$ cat config.mk
export PLATFORM = sky130hd
export DESIGN_NAME = sram_host_ctrl
export DESIGN_NICKNAME = d
export VERILOG_FILES = /design/src/sram_host_pkg.sv /design/src/sram_host_ctrl.sv
export SDC_FILE = /design/constraint.sdc
export NUM_CORES = 1
export LEC_CHECK = 0
export BUFFER_PORTS_ARGS = -buffer_cell sky130_fd_sc_hd__buf_2
export CORE_MARGIN = 1
export CORE_UTILIZATION = 49
export DETAILED_ROUTE_END_ITERATION = 16
export GPL_ROUTABILITY_DRIVEN = 0
export GPL_TIMING_DRIVEN = 0
export PLACE_DENSITY = 0.79
export SLEW_MARGIN = 0
export SYNTH_ARGS = -nofsm -noshare
export SYNTH_HDL_FRONTEND = slang
export SYNTH_SLANG_ARGS = --single-unit
$ cat constraint.sdc
create_clock -name clk_i -period 2.2 [get_ports clk_i]
set_clock_uncertainty 0.2 [all_clocks]
set_input_delay 0.22 -clock clk_i [delete_from_list [all_inputs] [get_ports clk_i]]
set_output_delay 0.22 -clock clk_i [all_outputs]
set_load 0.03 [all_outputs]
$ cat src/sram_host_pkg.sv
// package: constants for the asynchronous static memory module host controller
package sram_host_pkg;
   localparam int unsigned ADDR_W       = 18;
   localparam int unsigned DATA_W       = 32;
   localparam int unsigned LANES        = 4;
   localparam int unsigned LANE_W       = 8;
   localparam int unsigned CLK_PERIOD_NS = 25;
   // module timing figures in ns, slowest grade assumed
   localparam int unsigned T_ACCESS_NS  = 45;
   localparam int unsigned T_WRITE_PULSE_NS = 35;
   localparam int unsigned T_WE_HIZ_NS  = 23;
   localparam int unsigned T_DATA_OVERLAP_NS = 25;
   localparam int unsigned T_OUT_HIZ_NS = 20;
   // least times round up to whole cycles
   localparam int unsigned READ_CYC =
      (T_ACCESS_NS + CLK_PERIOD_NS - 1) / CLK_PERIOD_NS;
   localparam int unsigned WP_MIN_NS =
      (T_WRITE_PULSE_NS > T_WE_HIZ_NS + T_DATA_OVERLAP_NS) ?
      T_WRITE_PULSE_NS : (T_WE_HIZ_NS + T_DATA_OVERLAP_NS);
   localparam int unsigned WRITE_CYC =
      (WP_MIN_NS + CLK_PERIOD_NS - 1) / CLK_PERIOD_NS;
   localparam int unsigned TURN_CYC =
      (T_OUT_HIZ_NS + CLK_PERIOD_NS - 1) / CLK_PERIOD_NS;
   localparam int unsigned CNT_W = 3;
   localparam logic [1:0] DEPTH_256K = 2'h0;
   typedef enum logic [4:0] {
      ST_IDLE  = 5'h01,
      ST_SETUP = 5'h02,
      ST_READ  = 5'h04,
      ST_WRITE = 5'h08,
      ST_HOLD  = 5'h10
   } state_e;
endpackage : sram_host_pkg

$ cat src/sram_host_ctrl.sv
// host controller that drives an asynchronous 256K x 32 static memory module
`timescale 1ns/1ps
module sram_host_ctrl (
   input  wire logic                                   clk_i,
   input  wire logic                                   reset_i,
   input  wire logic                                   req_valid_i,
   input  wire logic                                   req_write_i,
   input  wire logic [sram_host_pkg::ADDR_W-1:0]       req_addr_i,
   input  wire logic [sram_host_pkg::DATA_W-1:0]       req_wdata_i,
   input  wire logic [sram_host_pkg::LANES-1:0]        req_lanes_i,
   output logic                                        req_ready_o,
   output logic                                        rsp_valid_o,
   output logic [sram_host_pkg::DATA_W-1:0]            rsp_rdata_o,
   output logic                                        depth_ok_o,
   output logic [sram_host_pkg::ADDR_W-1:0]            word_address_o,
   output logic [sram_host_pkg::LANES-1:0]             byte_lane_select_n_o,
   output logic                                        write_strobe_n_o,
   output logic                                        output_enable_n_o,
   output logic [sram_host_pkg::DATA_W-1:0]            data_bus_o,
   output logic                                        data_bus_oe_o,
   input  wire logic [sram_host_pkg::DATA_W-1:0]       data_bus_i,
   input  wire logic                                   depth_id_bit0_i,
   input  wire logic                                   depth_id_bit1_i
);
   // data is taken only after the access time and both sync stages have passed;
   // the counter runs down to zero, so one cycle less than that sum is loaded
   localparam int unsigned SYNC_STAGES = 2;
   localparam int unsigned READ_WAIT   = sram_host_pkg::READ_CYC + SYNC_STAGES - 1;

   sram_host_pkg::state_e state, next_state;
   logic [sram_host_pkg::CNT_W-1:0]  cnt, next_cnt;
   logic                              is_write, next_is_write;
   logic [sram_host_pkg::ADDR_W-1:0]  next_addr;
   logic [sram_host_pkg::LANES-1:0]   lanes, next_lanes;
   logic [sram_host_pkg::LANES-1:0]   next_sel_n;
   logic                              next_we_n, next_oe_n, next_bus_oe, next_ready;
   logic                              next_rsp_valid;
   logic [sram_host_pkg::DATA_W-1:0]  next_wdata, next_rdata;
   // two-flop sync of the static depth straps
   logic [1:0]                        depth_meta, depth_sync;
   logic                              next_depth_ok;
   logic [sram_host_pkg::DATA_W-1:0]  rd_meta, rd_sync;

   // synchronisers: module pins are outside our clock domain
   // the data word is multi-bit, but the selects hold it still across the whole
   // capture window, so no half-changed word can reach rsp_rdata_o
   always_ff @(posedge clk_i) begin
      depth_meta <= {depth_id_bit1_i, depth_id_bit0_i};
      depth_sync <= depth_meta;
      rd_meta    <= data_bus_i;
      rd_sync    <= rd_meta;
   end

   // depth straps both low flag a 256K module
   // straps never move in service; the sync pair only guards the power-up ramp
   always_comb begin
      next_depth_ok = (depth_sync == sram_host_pkg::DEPTH_256K);
   end

   // depth flag register; low through reset until the straps are seen
   always_ff @(posedge clk_i) begin
      if (reset_i) begin
         depth_ok_o <= 1'b0;
      end else begin
         depth_ok_o <= next_depth_ok;
      end
   end

   // next-state logic of the access sequencer
   always_comb begin
      // every register holds its value unless a state below moves it
      next_state     = state;
      next_cnt       = cnt;
      next_is_write  = is_write;
      next_addr      = word_address_o;
      next_lanes     = lanes;
      next_sel_n     = byte_lane_select_n_o;
      next_we_n      = write_strobe_n_o;
      next_oe_n      = output_enable_n_o;
      next_bus_oe    = data_bus_oe_o;
      next_wdata     = data_bus_o;
      // ready and response are pulses unless a state raises them
      next_ready     = 1'b0;
      next_rsp_valid = 1'b0;
      next_rdata     = rsp_rdata_o;
      // one branch per state; each moves only what changes at its edge
      case (state)
         sram_host_pkg::ST_IDLE: begin
            // ready stands while idle and drops the cycle after a take
            next_ready = 1'b1;
            if (req_valid_i && req_ready_o) begin
               // address moves only with every select and strobe high
               next_addr     = req_addr_i;
               next_lanes    = req_lanes_i;
               next_is_write = req_write_i;
               next_wdata    = req_wdata_i;
               next_ready    = 1'b0;
               next_state    = sram_host_pkg::ST_SETUP;
            end
         end
         sram_host_pkg::ST_SETUP: begin
            // one cycle of address setup before any select falls
            if (is_write) begin
               // strobe falls together with selects so outputs stay off
               next_we_n   = 1'b0;
               next_oe_n   = 1'b1;
               next_bus_oe = 1'b1;
               next_cnt    = sram_host_pkg::CNT_W'(sram_host_pkg::WRITE_CYC);
               next_state  = sram_host_pkg::ST_WRITE;
            end else begin
               // read: output enable falls with the selects, strobe stays high
               next_oe_n  = 1'b0;
               next_cnt   = sram_host_pkg::CNT_W'(READ_WAIT);
               next_state = sram_host_pkg::ST_READ;
            end
            // selects fall at the same edge as the strobe: the write is controlled by both
            next_sel_n = ~lanes; // unselected lanes stay in standby
         end
         sram_host_pkg::ST_READ: begin
            // count out the access time plus the sync latency
            next_cnt = cnt - 1'b1;
            if (cnt == '0) begin
               // two sync stages add latency; data is held by selects until here
               next_rdata     = rd_sync;
               next_rsp_valid = 1'b1;
               next_sel_n     = '1;
               next_oe_n      = 1'b1;
               next_cnt       = sram_host_pkg::CNT_W'(sram_host_pkg::TURN_CYC);
               next_state     = sram_host_pkg::ST_HOLD;
            end else if (cnt == sram_host_pkg::CNT_W'(1)) begin
               next_cnt = '0;
            end
         end
         sram_host_pkg::ST_WRITE: begin
            // count out the strobe-low time
            next_cnt = cnt - 1'b1;
            if (cnt == sram_host_pkg::CNT_W'(1)) begin
               // strobe and selects rise together, ending the overlap
               next_we_n      = 1'b1;
               next_sel_n     = '1;
               next_rsp_valid = 1'b1;
               next_cnt       = sram_host_pkg::CNT_W'(sram_host_pkg::TURN_CYC);
               next_state     = sram_host_pkg::ST_HOLD;
            end
         end
         sram_host_pkg::ST_HOLD: begin
            // data held one cycle past overlap end, then bus released
            // the turnaround count also covers module drivers leaving a read
            next_bus_oe = 1'b0;
            next_cnt    = cnt - 1'b1;
            if (cnt <= sram_host_pkg::CNT_W'(1)) begin
               next_cnt   = '0;
               next_ready = 1'b1;
               next_state = sram_host_pkg::ST_IDLE;
            end
         end
         default: begin
            // unknown code: park the pins in standby and restart from idle
            next_state = sram_host_pkg::ST_IDLE;
            next_sel_n = '1;
            next_we_n  = 1'b1;
            next_oe_n  = 1'b1;
            next_bus_oe = 1'b0;
         end
      endcase
      // the read path reads only after the host bus is released
      if (next_bus_oe) begin
         next_oe_n = 1'b1;
      end
   end

   // sequencer registers; all pin outputs come from here
   // so that no decode glitch can ever reach a strobe or select of the module
   always_ff @(posedge clk_i) begin
      if (reset_i) begin
         // reset parks the module in standby with the host off the bus
         state                <= sram_host_pkg::ST_IDLE;
         cnt                  <= '0;
         is_write             <= 1'b0;
         lanes                <= '0;
         word_address_o       <= '0;
         byte_lane_select_n_o <= '1;
         write_strobe_n_o     <= 1'b1;
         output_enable_n_o    <= 1'b1;
         data_bus_oe_o        <= 1'b0;
         data_bus_o           <= '0;
         req_ready_o          <= 1'b0;
         rsp_valid_o          <= 1'b0;
         rsp_rdata_o          <= '0;
      end else begin
         // register the next values only
         state                <= next_state;
         cnt                  <= next_cnt;
         is_write             <= next_is_write;
         lanes                <= next_lanes;
         word_address_o       <= next_addr;
         byte_lane_select_n_o <= next_sel_n;
         write_strobe_n_o     <= next_we_n;
         output_enable_n_o    <= next_oe_n;
         data_bus_oe_o        <= next_bus_oe;
         data_bus_o           <= next_wdata;
         req_ready_o          <= next_ready;
         rsp_valid_o          <= next_rsp_valid;
         rsp_rdata_o          <= next_rdata;
      end
   end
endmodule : sram_host_ctrl

# After elaboration in Yosys (flattened, before gate mapping)
# Cells that the tools add are included.
[classes] addsub=1 reduce_logical=15 n_lt_le_gt_ge=1 n_mux=29 eq_ne=11 bitwise_logic=4
[ops] operator="$pmux W5 S5" count=1
[ops] operator="$mux W5" count=4
[ops] operator="$pmux W4 S4" count=1
[ops] operator="$mux W3" count=4
[ops] operator="$mux W4" count=3
[ops] operator="$pmux W3 S4" count=1
[ops] operator="$mux W1" count=10
[ops] operator="$ne A2 B2 Y1 const B" count=5
[ops] operator="$reduce_or A3 Y1" count=3
[ops] operator="$pmux W1 S2" count=3
[ops] operator="$pmux W1 S3" count=2
[ops] operator="$reduce_and A2 Y1" count=3
[ops] operator="$reduce_and A3 Y1" count=2
[ops] operator="$eq A5 B1 Y1 const B" count=1
[ops] operator="$eq A5 B2 Y1 const B" count=1
[ops] operator="$eq A5 B3 Y1 const B" count=1
[ops] operator="$eq A5 B4 Y1 const B" count=1
[ops] operator="$eq A5 B5 Y1 const B" count=1
[ops] operator="$not A4 Y4" count=1
[ops] operator="$reduce_and A4 Y1" count=1
[ops] operator="$reduce_bool A4 Y1" count=1
[ops] operator="$reduce_or A2 Y1" count=2
[ops] operator="$eq A3 B1 Y1 const B" count=1
[ops] operator="$le A3 B1 Y1 const B" count=1
[ops] operator="other kinds (5)" count=7
[totals] input_bits=92 wordCells=79 register_bits=173

# Logic depth before layout (Yosys ltp)
# Gate-level depths: netlist of run 1.
[logic_depth] ltp_word=4 depth_mapped=7 ltp_nobuf=7

# Least setup slack after synthesis of run 1
# Ideal clock, no wire load.
[synth_path] kind="flip-flop to flip-flop" start="register cnt[0] in the netlist's numbering" end="register rsp_rdata_o[14] in the netlist's numbering" slack_ns=0.517 setup_time_ns=0.070 path_buffers=1 stages_incl_launch_ff=8 arrival_time_ns=1.412 cell_sequence="dfxtp_1 inv_1 ha_1 nand2b_1 nand3b_1 clkbuf_1 nand2_1 a21oi_1"
[synth_via] elab_chain_cells=2
[synth_lines] element="start: declaration" line_no="sram_host_ctrl.sv:31" rtl="logic [sram_host_pkg::CNT_W-1:0] cnt, next_cnt;"
[synth_lines] element="start signal: assignment" line_no="sram_host_ctrl.sv:193" rtl="cnt <= next_cnt;"
[synth_lines] element="$logic_not A3 Y1" line_no="sram_host_ctrl.sv:122" rtl="if (cnt == '0) begin"
[synth_lines] element="$reduce_and A2 Y1 (no line)"
[synth_lines] element="end signal: assignment" line_no="sram_host_ctrl.sv:204" rtl="rsp_rdata_o <= next_rdata;"
[synth_lines] element="end: declaration" line_no="sram_host_ctrl.sv:13" rtl="output logic [sram_host_pkg::DATA_W-1:0] rsp_rdata_o,"
# Every way passes these cells.
# A chain may end at the register's enable or synchronous reset.

# Worst setup path in the final report of run 1
[layout_path] start="register state[1]" end="register lanes[0] in the netlist's numbering"
[layout_via] elab_chain_cells=2
[layout_lines] element="start: declaration" line_no="sram_host_ctrl.sv:30" rtl="sram_host_pkg::state_e state, next_state;"
[layout_lines] element="start signal: assignment" line_no="sram_host_ctrl.sv:177" rtl="state <= sram_host_pkg::ST_IDLE;"
[layout_lines] element="start signal: assignment" line_no="sram_host_ctrl.sv:192" rtl="state <= next_state;"
[layout_lines] element="$eq A5 B1 Y1" line_no="sram_host_ctrl.sv:87" rtl="case (state)"
[layout_lines] element="$reduce_and A2 Y1 (no line)"
[layout_lines] element="end signal: assignment" line_no="sram_host_ctrl.sv:195" rtl="lanes <= next_lanes;"
[layout_lines] element="end: declaration" line_no="sram_host_ctrl.sv:34" rtl="logic [sram_host_pkg::LANES-1:0] lanes, next_lanes;"
# Every way passes these cells.

==> results.txt, run 1 <==
Reg clk slew, reported paths -> 0.07 ns
R2R Path Start -> state[1]
top cell type by total area after synthesis -> dfxtp_1
total power -> 7.139 mW
DR vias -> 4,983
first-pass GRT wire length -> 23,270 um
final hold slack -> 0.1259 ns
Final ANT Viol Nets -> 0
internal power -> 5.405 mW
cells after synthesis -> 552
reg2reg end -> lanes[0]
# DRC -> 0
largest net degree at the start of global routing -> 17
num ports -> 184
row count -> 37
Final Hold Fails -> 0
initial antenna violation count -> 0
critical path type -> reg2reg
crit path DAT -> 2.32 ns
core area -> 0.01032 mm^2
Die Ht -> 105.4 um
status -> finished, final reports clean
Post-synth ARST share -> 0%
register share of total power -> 46.7%
count leader, synth -> nand2_1
Final setup viols -> 0
CTS tree -> built
Primary FF master, synth -> dfxtp_1
Final Cycle Share -> 95.95%
Hold Crit Class -> in2reg
wire per inst -> 14.82 um
Crit. End Element -> flip-flop
Total Nets Final -> 949
EDFF count, synth -> 0
critical path launch point type -> flip-flop
die width -> 105.4 um
Sw Share -> 24.29%
synthesized area -> 0.005234 mm^2
number of buffers created by CTS -> 17
Longest Clk Path Bufs -> 2
maxcap violations -> 0
number of H-tree levels -> 4
PortBufs -> 183
cells on worst reg2reg path -> 7
clk root buf -> clkbuf_8
Critical Path RT -> 2.41 ns
Sink Count -> 173
pwr dens -> 899.1 mW/mm^2
Leak -> 3.478 nW
Iter 0 DRT Violations -> 292
Die Area -> 0.01110 mm^2
Max Clk Rate -> 473.7 MHz
Ys Warns -> 0
post-synthesis sequential area ratio -> 66.17%
post-synth top area share -> 66.17%
Max IR drop VDD -> 687.0 uV
Via density -> 4.963
GRT overflow -> 0
TritonRoute pass-1 iters -> 4
clock power share -> 43.3%
final slew viol count -> 0
relative slew slack -> 64.56%
fraction of layout cells with a size suffix above 1 -> 28.60%
Worst-Margin Slew -> 0.5316 ns
starting density of the core -> 50.70%
R2R setup slack -> 0.09 ns
crit path capture -> lanes[0]
total global-route track usage -> 26.87%
Synth cell types -> 39
vias in the first global route -> 5,115
Comb power frac -> 10.0%
area grow syn2layout -> 51.71%
Sw Pwr -> 1.734 mW
WL final -> 14,880 um
main area contributors after synthesis -> dfxtp_1, nand2_1, a21oi_1
CP Max Fanout -> 10
Tmin final -> 2.111 ns
beginning of the critical path -> state[1]
worst-skew pair later-pin latency -> 0.52 ns
flops & latches, synth -> 173
commonest cells in the netlist -> nand2_1, dfxtp_1, a21oi_1
syn nets -> 647
Mean Syn Cell Area -> 9.481 um^2
DP HPWL -> 8653 um
[cells in the final DEF, fill, tap and decap left out, types with 3 or more instances in the layout]
cell           instances
inv_6                  5
dlygate4sd3_1         96
bufinv_16              3
inv_1                  6
o21ai_0                3
nand2_1              180
clkbuf_8               3
ha_1                   3
a21oi_1               97
dfxtp_1              173
clkbuf_1              11
buf_4                 10
nand3b_1               3
nand2b_1               3
buf_2                192
nand3_1                4
clkbuf_2               4
clkbuf_16             16
nor2_1                15
[power groups by stage]
stage	sequential (mW)	clock (mW)	combinational, mW
3_3_place_gp	3.39	0	0.533
2_1_floorplan	3.51	0	0.220
6_report	3.33	3.09	0.716
3_5_place_dp	3.40	0	0.548
4_1_cts	3.33	3.11	0.685
5_1_grt	3.34	3.25	0.769
[stage by stage]
step	TNS, ns	util [%]	setup slack (ns)	instances	area, um^2
2_1_floorplan	0	-	0.5173	552	5234
3_3_place_gp	0	61.22	0.2459	871	6320
3_5_place_dp	0	61.22	0.1142	871	6320
4_1_cts	0	76.50	0.009777	999	7898
5_1_grt	-0.006330	76.89	-0.006330	1003	7938
6_report	0	76.91	0.08913	1004	7940
[final cells by class]
type / count / area [um^2]
sequential: 173 / 3463
fill: 640 / 2384
timing repair buffer: 283 / 1907
multi-input combinational: 343 / 1607
clock buffer: 19 / 441.7
clock inverter: 13 / 175.2
tap: 136 / 170.2
buffer: 30 / 151.4
inverter: 6 / 22.52
antenna: 1 / 2.502
[critical path, cell delays in order, from the launching register on]
cell and delay (ns):
dfxtp_1 0.30, buf_2 0.17, nor3_4 0.24, nand4_1 0.16, buf_2 0.21, nand2_1 0.09, a21oi_1 0.06, dlygate4sd3_1 0.57
[worst min path at each step]
stage                         end  cells past startpoint             from
CTS                    rd_meta[0]                      2    data_bus_i[0]
global placement      rd_sync[11]                      0      rd_meta[11]
floorplan           depth_meta[0]                      0  depth_id_bit0_i
detailed placement    rd_sync[31]                      0      rd_meta[31]
finish                 rd_meta[9]                      2    data_bus_i[9]
global route           rd_meta[9]                      2    data_bus_i[9]
[metal layers]
metal / wire length [um] / vias to the layer above / GRT usage [%]
met2: 7796 / 205 / 50.28
met4: 556 / 0 / 14.39
met3: 830 / 49 / 6.741
met1: 5698 / 2322 / 27.19
li1: - / 2407 / -
met5: 0 / - / 0
[state kept, by name, indices dropped and copies added (netlist names), 3 cells and up]
signal,cells
rsp_rdata_o,32
rd_sync,32
rd_meta,32
byte_lane_select_n_o,4
state,5
cnt,3
lanes,4
word_address_o,18
data_bus_o,32
[repair_timing]
item | 4_1_cts | 5_1_grt
gates resized for setup | 0 | 10
endpoints found under the setup margin | 0 | 35
hold buffers | 96 | 0
hold endpoints to repair | 97 | 0
setup buffers | 0 | 4
[kinds of logic (layout without fill, tap and decap cells)]
family | after synthesis | count (layout) | synth area share, %
simple gates | 222 | 222 | 17.50
flops | 173 | 173 | 66.17
compound gates | 117 | 117 | 12.22
buf+inv | 36 | 351 | 3.227
fa+ha+maj | 3 | 3 | 0.7173
xor+xnor | 1 | 1 | 0.1674
other cells | 0 | 1 | 0
Power figures use the tool's default switching activity.
==> run 2, diff against run 1 <==
--- a/config.mk
+++ b/config.mk
@@ -7,11 +7,12 @@
 export LEC_CHECK = 0
 export BUFFER_PORTS_ARGS = -buffer_cell sky130_fd_sc_hd__buf_2
 export CORE_MARGIN = 1
-export CORE_UTILIZATION = 49
+export CORE_UTILIZATION = 51
+export CTS_BUF_LIST = sky130_fd_sc_hd__clkbuf_2
 export DETAILED_ROUTE_END_ITERATION = 16
 export GPL_ROUTABILITY_DRIVEN = 0
 export GPL_TIMING_DRIVEN = 0
-export PLACE_DENSITY = 0.79
+export PLACE_DENSITY = 0.81
 export SLEW_MARGIN = 0
 export SYNTH_ARGS = -nofsm -noshare
 export SYNTH_HDL_FRONTEND = slang
==> results.txt, run 2 (synthesis results as in run 1) <==
RSZ-0062 raised after global routing -> false
Final setup viols -> 0 (unchanged)
area grow syn2layout -> 52.21%
GRT overflow -> 0 (unchanged)
Worst-Margin Slew -> 0.6690 ns (+0.1375 ns)
number of H-tree levels -> 4 (unchanged)
final hold slack -> 0.01834 ns (-0.1076 ns)
core area -> 0.009864 mm^2 (-4.4%)
post-route setup slack -> 0.08208 ns (-0.007050 ns)
pwr dens -> 742.9 mW/mm^2 (-17%)
number of buffers created by CTS -> 17 (unchanged)
Die Ht -> 103.3 um (-1.9%)
placed cell area -> 0.006316 mm^2 (about the same)
post-place setup slack -> 0.1242 ns (+0.01005 ns)
Longest Clk Path Bufs -> 2 (unchanged)
Via density -> 5.207 (+4.9%)
Sink Count -> 173 (unchanged)
DR vias -> 5,405 (+8.5%)
Hold Crit Class -> in2reg
clk root buf -> clkbuf_2
setup tns final -> 0 ns (unchanged)
Reg area -> 0.003465 mm^2 (about the same)
Tmin final -> 2.118 ns (+0.007050 ns)
largest net degree at the start of global routing -> 18 (+1)
relative slew slack -> 55.40% (-9.2 points)
Max Clk Rate -> 472.2 MHz (-0.33%)
Reg clk slew, reported paths -> 0.27 ns (+0.20 ns)
worst-skew pair later-pin latency -> 0.78 ns (+0.26 ns)
Iter 0 DRT Violations -> 245 (-16%)
final slew viol count -> 0 (unchanged)
critical path type -> reg2reg
status -> finished, final reports clean
Final Hold Fails -> 0 (unchanged)
crit path DAT -> 2.59 ns (+0.27 ns)
CTS tree -> built
initial antenna violation count -> 0 (unchanged)
area taken by multi-input logic gates -> 0.001602 mm^2 (-0.31%)
ant diodes -> 0 (-1)
TritonRoute pass-1 iters -> 5 (+1)
most frequent cells in the layout -> buf_2, nand2_1, dfxtp_1
slowest stage cell, crit path -> dfxtp_2
CP Max Fanout -> 10 (unchanged)
first-pass GRT wire length -> 25,920 um (+11%)
num ports -> 184 (unchanged)
WL final -> 17,610 um (+18%)
Final ANT Viol Nets -> 0 (unchanged)
wire per inst -> 16.96 um (+14%)
Die Area -> 0.01067 mm^2 (-3.9%)
fraction of layout cells with a size suffix above 1 -> 26.63% (-2.0 points)
total power -> 5.918 mW (-17%)
DP HPWL -> 8725 um (+0.83%)
die width -> 103.3 um (-1.9%)
Crit. End Element -> flip-flop
Leak -> 3.484 nW (+0.17%)
Design Area, Final -> 0.007966 mm^2 (+0.33%)
Max IR drop VDD -> 590.2 uV (-14%)
vias in the first global route -> 5,417 (+5.9%)
# DRC -> 0 (unchanged)
total global-route track usage -> 32.87% (+6.0 points)
Critical Path RT -> 2.67 ns (+0.26 ns)
PortBufs -> 183 (unchanged)
Final Cycle Share -> 96.27% (+0.32 points)
row count -> 36 (-2.7%)
maxcap violations -> 0 (unchanged)
critical path launch point type -> flip-flop
Total Nets Final -> 987 (+4.0%)
crit-path cells -> inv_1 -> ha_1 -> nand2b_1 -> nand3b_1 -> clkbuf_2 -> nand2_1 -> a21oi_1
Fillers -> 564 (-12%)
commonest non-fill, non-tap cell in the layout -> buf_2
highest cell delay on the worst timing path -> 0.44 ns (-0.13 ns)
starting density of the core -> 53.06% (+2.4 points)
run 2: changes by cell type in the layout (fill, tap and decap cells not counted), moves of 3 or more:
cell | previous run | this run
inv_8 | 1 | 4
clkbuf_8 | 3 | 0
clkbuf_16 | 16 | 0
dlygate4sd3_1 | 96 | 138
clkbuf_2 | 4 | 19
buf_4 | 10 | 6
run 2: worst paths after layout:
| kind | from | endpoint | slack (ns) | depth (start not counted) |
|---|---|---|---|---|
| setup / recovery | cnt[0] | rsp_rdata_o[12] | 0.08 | 7 |
| hold reg to reg | rd_meta[15] | rd_sync[15] | 0.12 | 0 |
| hold / removal | req_lanes_i[3] | lanes[3] | 0.02 | 4 |
| setup reg to reg | cnt[0] | rsp_rdata_o[12] | 0.08 | 7 |
run 2: layout make-up:
class                      instances  area share, %
clock inverter                    15          2.215
sequential                       173          43.49
inverter                           6         0.2827
multi-input combinational        343          20.10
timing repair buffer             321          28.84
buffer                            30          1.916
clock buffer                      17          1.068
tap                              133          2.089
run 2: metrics by stage:
stage | utilization [%] | cells
floorplan | - | 552
global placement | 64.03 | 868
detailed placement | 64.03 | 868
CTS | 80.58 | 1037
global route | 80.76 | 1038
finish | 80.76 | 1038
run 2: routing by layer:
layer / vias to the layer above / global-route usage [%] / wire length (um) / part of all wire [%]
met3: 87 / 9.341 / 1319 / 7.5
li1: 2487 / - / - / -
met1: 2520 / 33.38 / 6440 / 37
met5: - / 0 / 0 / 0
met4: 0 / 21.67 / 873 / 5.0
met2: 311 / 59.03 / 8972 / 51
run 2: critical path, delay by kind of cell, from the launching register on:
| family | cells | cell delay (ns) |
|---|---|---|
| AND/OR/NAND/NOR | 3 | 0.59 |
| flip-flops | 1 | 0.44 |
| adder cells (fa/ha/maj) | 1 | 0.20 |
| AO/OA/AOI/OAI | 1 | 0.25 |
| buffers and inverters | 2 | 0.37 |
run 2: report_power, final:
group          switching [mW]  internal, mW
Clock                    1.21         0.571
Sequential             0.0690          3.28
Combinational           0.426         0.354
run 2: timing repair:
| action | in CTS | in global routing |
|---|---|---|
| setup endpoints to repair | 0 | 30 |
| endpoints found under the hold margin | 106 | 1 |
| resized for setup | 0 | 9 |
| hold buffers | 137 | 1 |
| buffers inserted | 0 | 0 |
==> run 3, diff against run 2 <==
--- a/config.mk
+++ b/config.mk
@@ -12,6 +12,7 @@
 export DETAILED_ROUTE_END_ITERATION = 16
 export GPL_ROUTABILITY_DRIVEN = 0
 export GPL_TIMING_DRIVEN = 0
+export MAX_ROUTING_LAYER = met4
 export PLACE_DENSITY = 0.81
 export SLEW_MARGIN = 0
 export SYNTH_ARGS = -nofsm -noshare
==> results.txt, run 3 (synthesis results as in run 1) <==
pwr dens -> 739.0 mW/mm^2 (-0.52%)
setup tns final -> 0 ns (unchanged)
PortBufs -> 183 (unchanged)
status -> finished, final reports clean
Leak -> 3.501 nW (+0.48%)
DP HPWL -> 8725 um (unchanged)
maxcap violations -> 0 (unchanged)
Crit. End Element -> flip-flop
starting density of the core -> 53.06% (unchanged)
GR Util met1 -> 34.11% (+0.73 points)
most frequent cells in the layout -> buf_2, nand2_1, dfxtp_1
Crit path max-delay family -> simple AND/OR/NAND/NOR gates
DR vias -> 5,401 (-0.074%)
post-route setup slack -> 0.07986 ns (-0.002221 ns)
Sw Share -> 28.80% (-0.091 points)
fraction of layout cells with a size suffix above 1 -> 26.51% (-0.12 points)
area grow syn2layout -> 52.98%
Total Nets Final -> 991 (+0.41%)
slowest stage cell, crit path -> dfxtp_2
Tmin final -> 2.120 ns (+0.002221 ns)
Via density -> 5.183 (-0.46%)
Hold Crit Class -> in2reg
Iter 0 DRT Violations -> 253 (+3.3%)
WL final -> 17,700 um (+0.55%)
Sw Pwr -> 1.704 mW (-0.34%)
Worst-Margin Slew -> 0.6613 ns (-0.007774 ns)
num ports -> 184 (unchanged)
Design Area, Final -> 0.008006 mm^2 (+0.50%)
clk root buf -> clkbuf_2
Longest Clk Path Bufs -> 2 (unchanged)
relative slew slack -> 55.92% (+0.52 points)
Die Ht -> 103.3 um (unchanged)
total global-route track usage -> 34.00% (+1.1 points)
Die Area -> 0.01067 mm^2 (unchanged)
final hold slack -> 0.05057 ns (+0.03223 ns)
# DRC -> 0 (unchanged)
register share of total power -> 56.7% (about the same)
Final Cycle Share -> 96.37% (+0.10 points)
Max IR drop VDD -> 592.2 uV (+0.34%)
wire per inst -> 16.99 um (+0.16%)
post-place setup slack -> 0.1242 ns (unchanged)
routing usage on met3 -> 9.745% (+0.40 points)
Comb power frac -> 13.3% (about the same)
critical path launch point type -> flip-flop
final slew viol count -> 0 (unchanged)
internal power -> 4.213 mW (+0.10%)
Reg clk slew, reported paths -> 0.26 ns (about the same)
Global Route met2 Usage -> 59.18% (+0.15 points)
highest cell delay on the worst timing path -> 0.44 ns (about the same)
critical path type -> reg2reg
die width -> 103.3 um (unchanged)
number of H-tree levels -> 4 (unchanged)
placed cell area -> 0.006316 mm^2 (unchanged)
initial antenna violation count -> 0 (unchanged)
commonest non-fill, non-tap cell in the layout -> buf_2
worst-skew pair later-pin latency -> 0.76 ns (-0.02 ns)
number of buffers created by CTS -> 17 (unchanged)
first-pass GRT wire length -> 26,010 um (+0.37%)
ant diodes -> 0 (unchanged)
row count -> 36 (unchanged)
Sink Count -> 173 (unchanged)
busiest grt layer -> met2
Final ANT Viol Nets -> 0 (unchanged)
post-CTS setup buffer count -> 0 (unchanged)
largest net degree at the start of global routing -> 18 (unchanged)
TritonRoute pass-1 iters -> 5 (unchanged)
RSZ-0062 raised after global routing -> false
core area -> 0.009864 mm^2 (unchanged)
GRT overflow -> 0 (unchanged)
CTS tree -> built
Critical Path RT -> 2.65 ns (-0.02 ns)
CP Max Fanout -> 10 (unchanged)
crit-path cells -> inv_1 -> ha_1 -> nand2b_1 -> nand3b_1 -> clkbuf_2 -> nand2_1 -> a21oi_1
vias in the first global route -> 5,420 (+0.055%)
clock power share -> 30.1% (about the same)
total power -> 5.916 mW (about the same)
Max Clk Rate -> 471.7 MHz (-0.10%)
crit path DAT -> 2.57 ns (-0.02 ns)
CP bufs+invs -> 2 (unchanged)
Final Hold Fails -> 0 (unchanged)
Final setup viols -> 0 (unchanged)
Fillers -> 559 (-0.89%)
-- run 3: changes by cell type in the layout (fill, tap and decap cells not counted), sizes merged --
cell,before,now
dlygate4sd3,138,142
-- run 3: area by class of cell --
| class | instances | area, um^2 | share of cell area [%] |
|---|---|---|---|
| buffer | 30 | 152.6 | 1.907 |
| tap | 133 | 166.4 | 2.078 |
| sequential | 173 | 3465 | 43.27 |
| timing repair buffer | 325 | 2337 | 29.19 |
| inverter | 6 | 22.52 | 0.2813 |
| clock inverter | 15 | 176.4 | 2.203 |
| clock buffer | 17 | 85.08 | 1.063 |
| multi-input combinational | 343 | 1602 | 20.00 |
-- run 3: path summary, 6_finish.rpt --
path | slack (ns) | depth (start not counted) | end | startpoint
setup / recovery | 0.08 | 7 | rsp_rdata_o[12] | cnt[0]
setup reg to reg | 0.08 | 7 | rsp_rdata_o[12] | cnt[0]
hold reg to reg | 0.13 | 0 | rd_sync[15] | rd_meta[15]
hold / removal | 0.05 | 4 | data_bus_o[8] | req_wdata_i[8]
-- run 3: tightest hold or removal path, cell delays in order --
cell and delay, ns:
dlygate4sd3_1 0.53, buf_2 0.13, nand2_1 0.05, a21oi_1 0.06
-- run 3: stage by stage --
stage | cells | util, %
6_report | 1042 | 81.16
5_1_grt | 1042 | 81.16
4_1_cts | 1037 | 80.58
3_5_place_dp | 868 | 64.03
3_3_place_gp | 868 | 64.03
2_1_floorplan | 552 | -
-- run 3: repair_timing --
| item | 4_1_cts | 5_1_grt |
|---|---|---|
| endpoints found under the setup margin | 0 | 30 |
| gates resized for setup | 0 | 9 |
| hold buffers | 137 | 5 |
| hold endpoints to repair | 106 | 5 |
-- run 3: power groups by stage --
stage               Clock [mW]  Sequential, mW  Combinational, mW
floorplan                    0            3.51              0.220
global placement             0            3.39              0.531
detailed placement           0            3.40              0.549
CTS                       1.76            3.34              0.736
global route              1.92            3.36              0.844
finish                    1.78            3.35              0.786
-- run 3: layer usage --
| metal | vias to the layer above | wire (um) |
|---|---|---|
| met4 | 0 | 805 |
| met2 | 349 | 8954 |
| li1 | 2495 | - |
| met5 | - | 0 |
| met1 | 2472 | 6496 |
| met3 | 85 | 1446 |
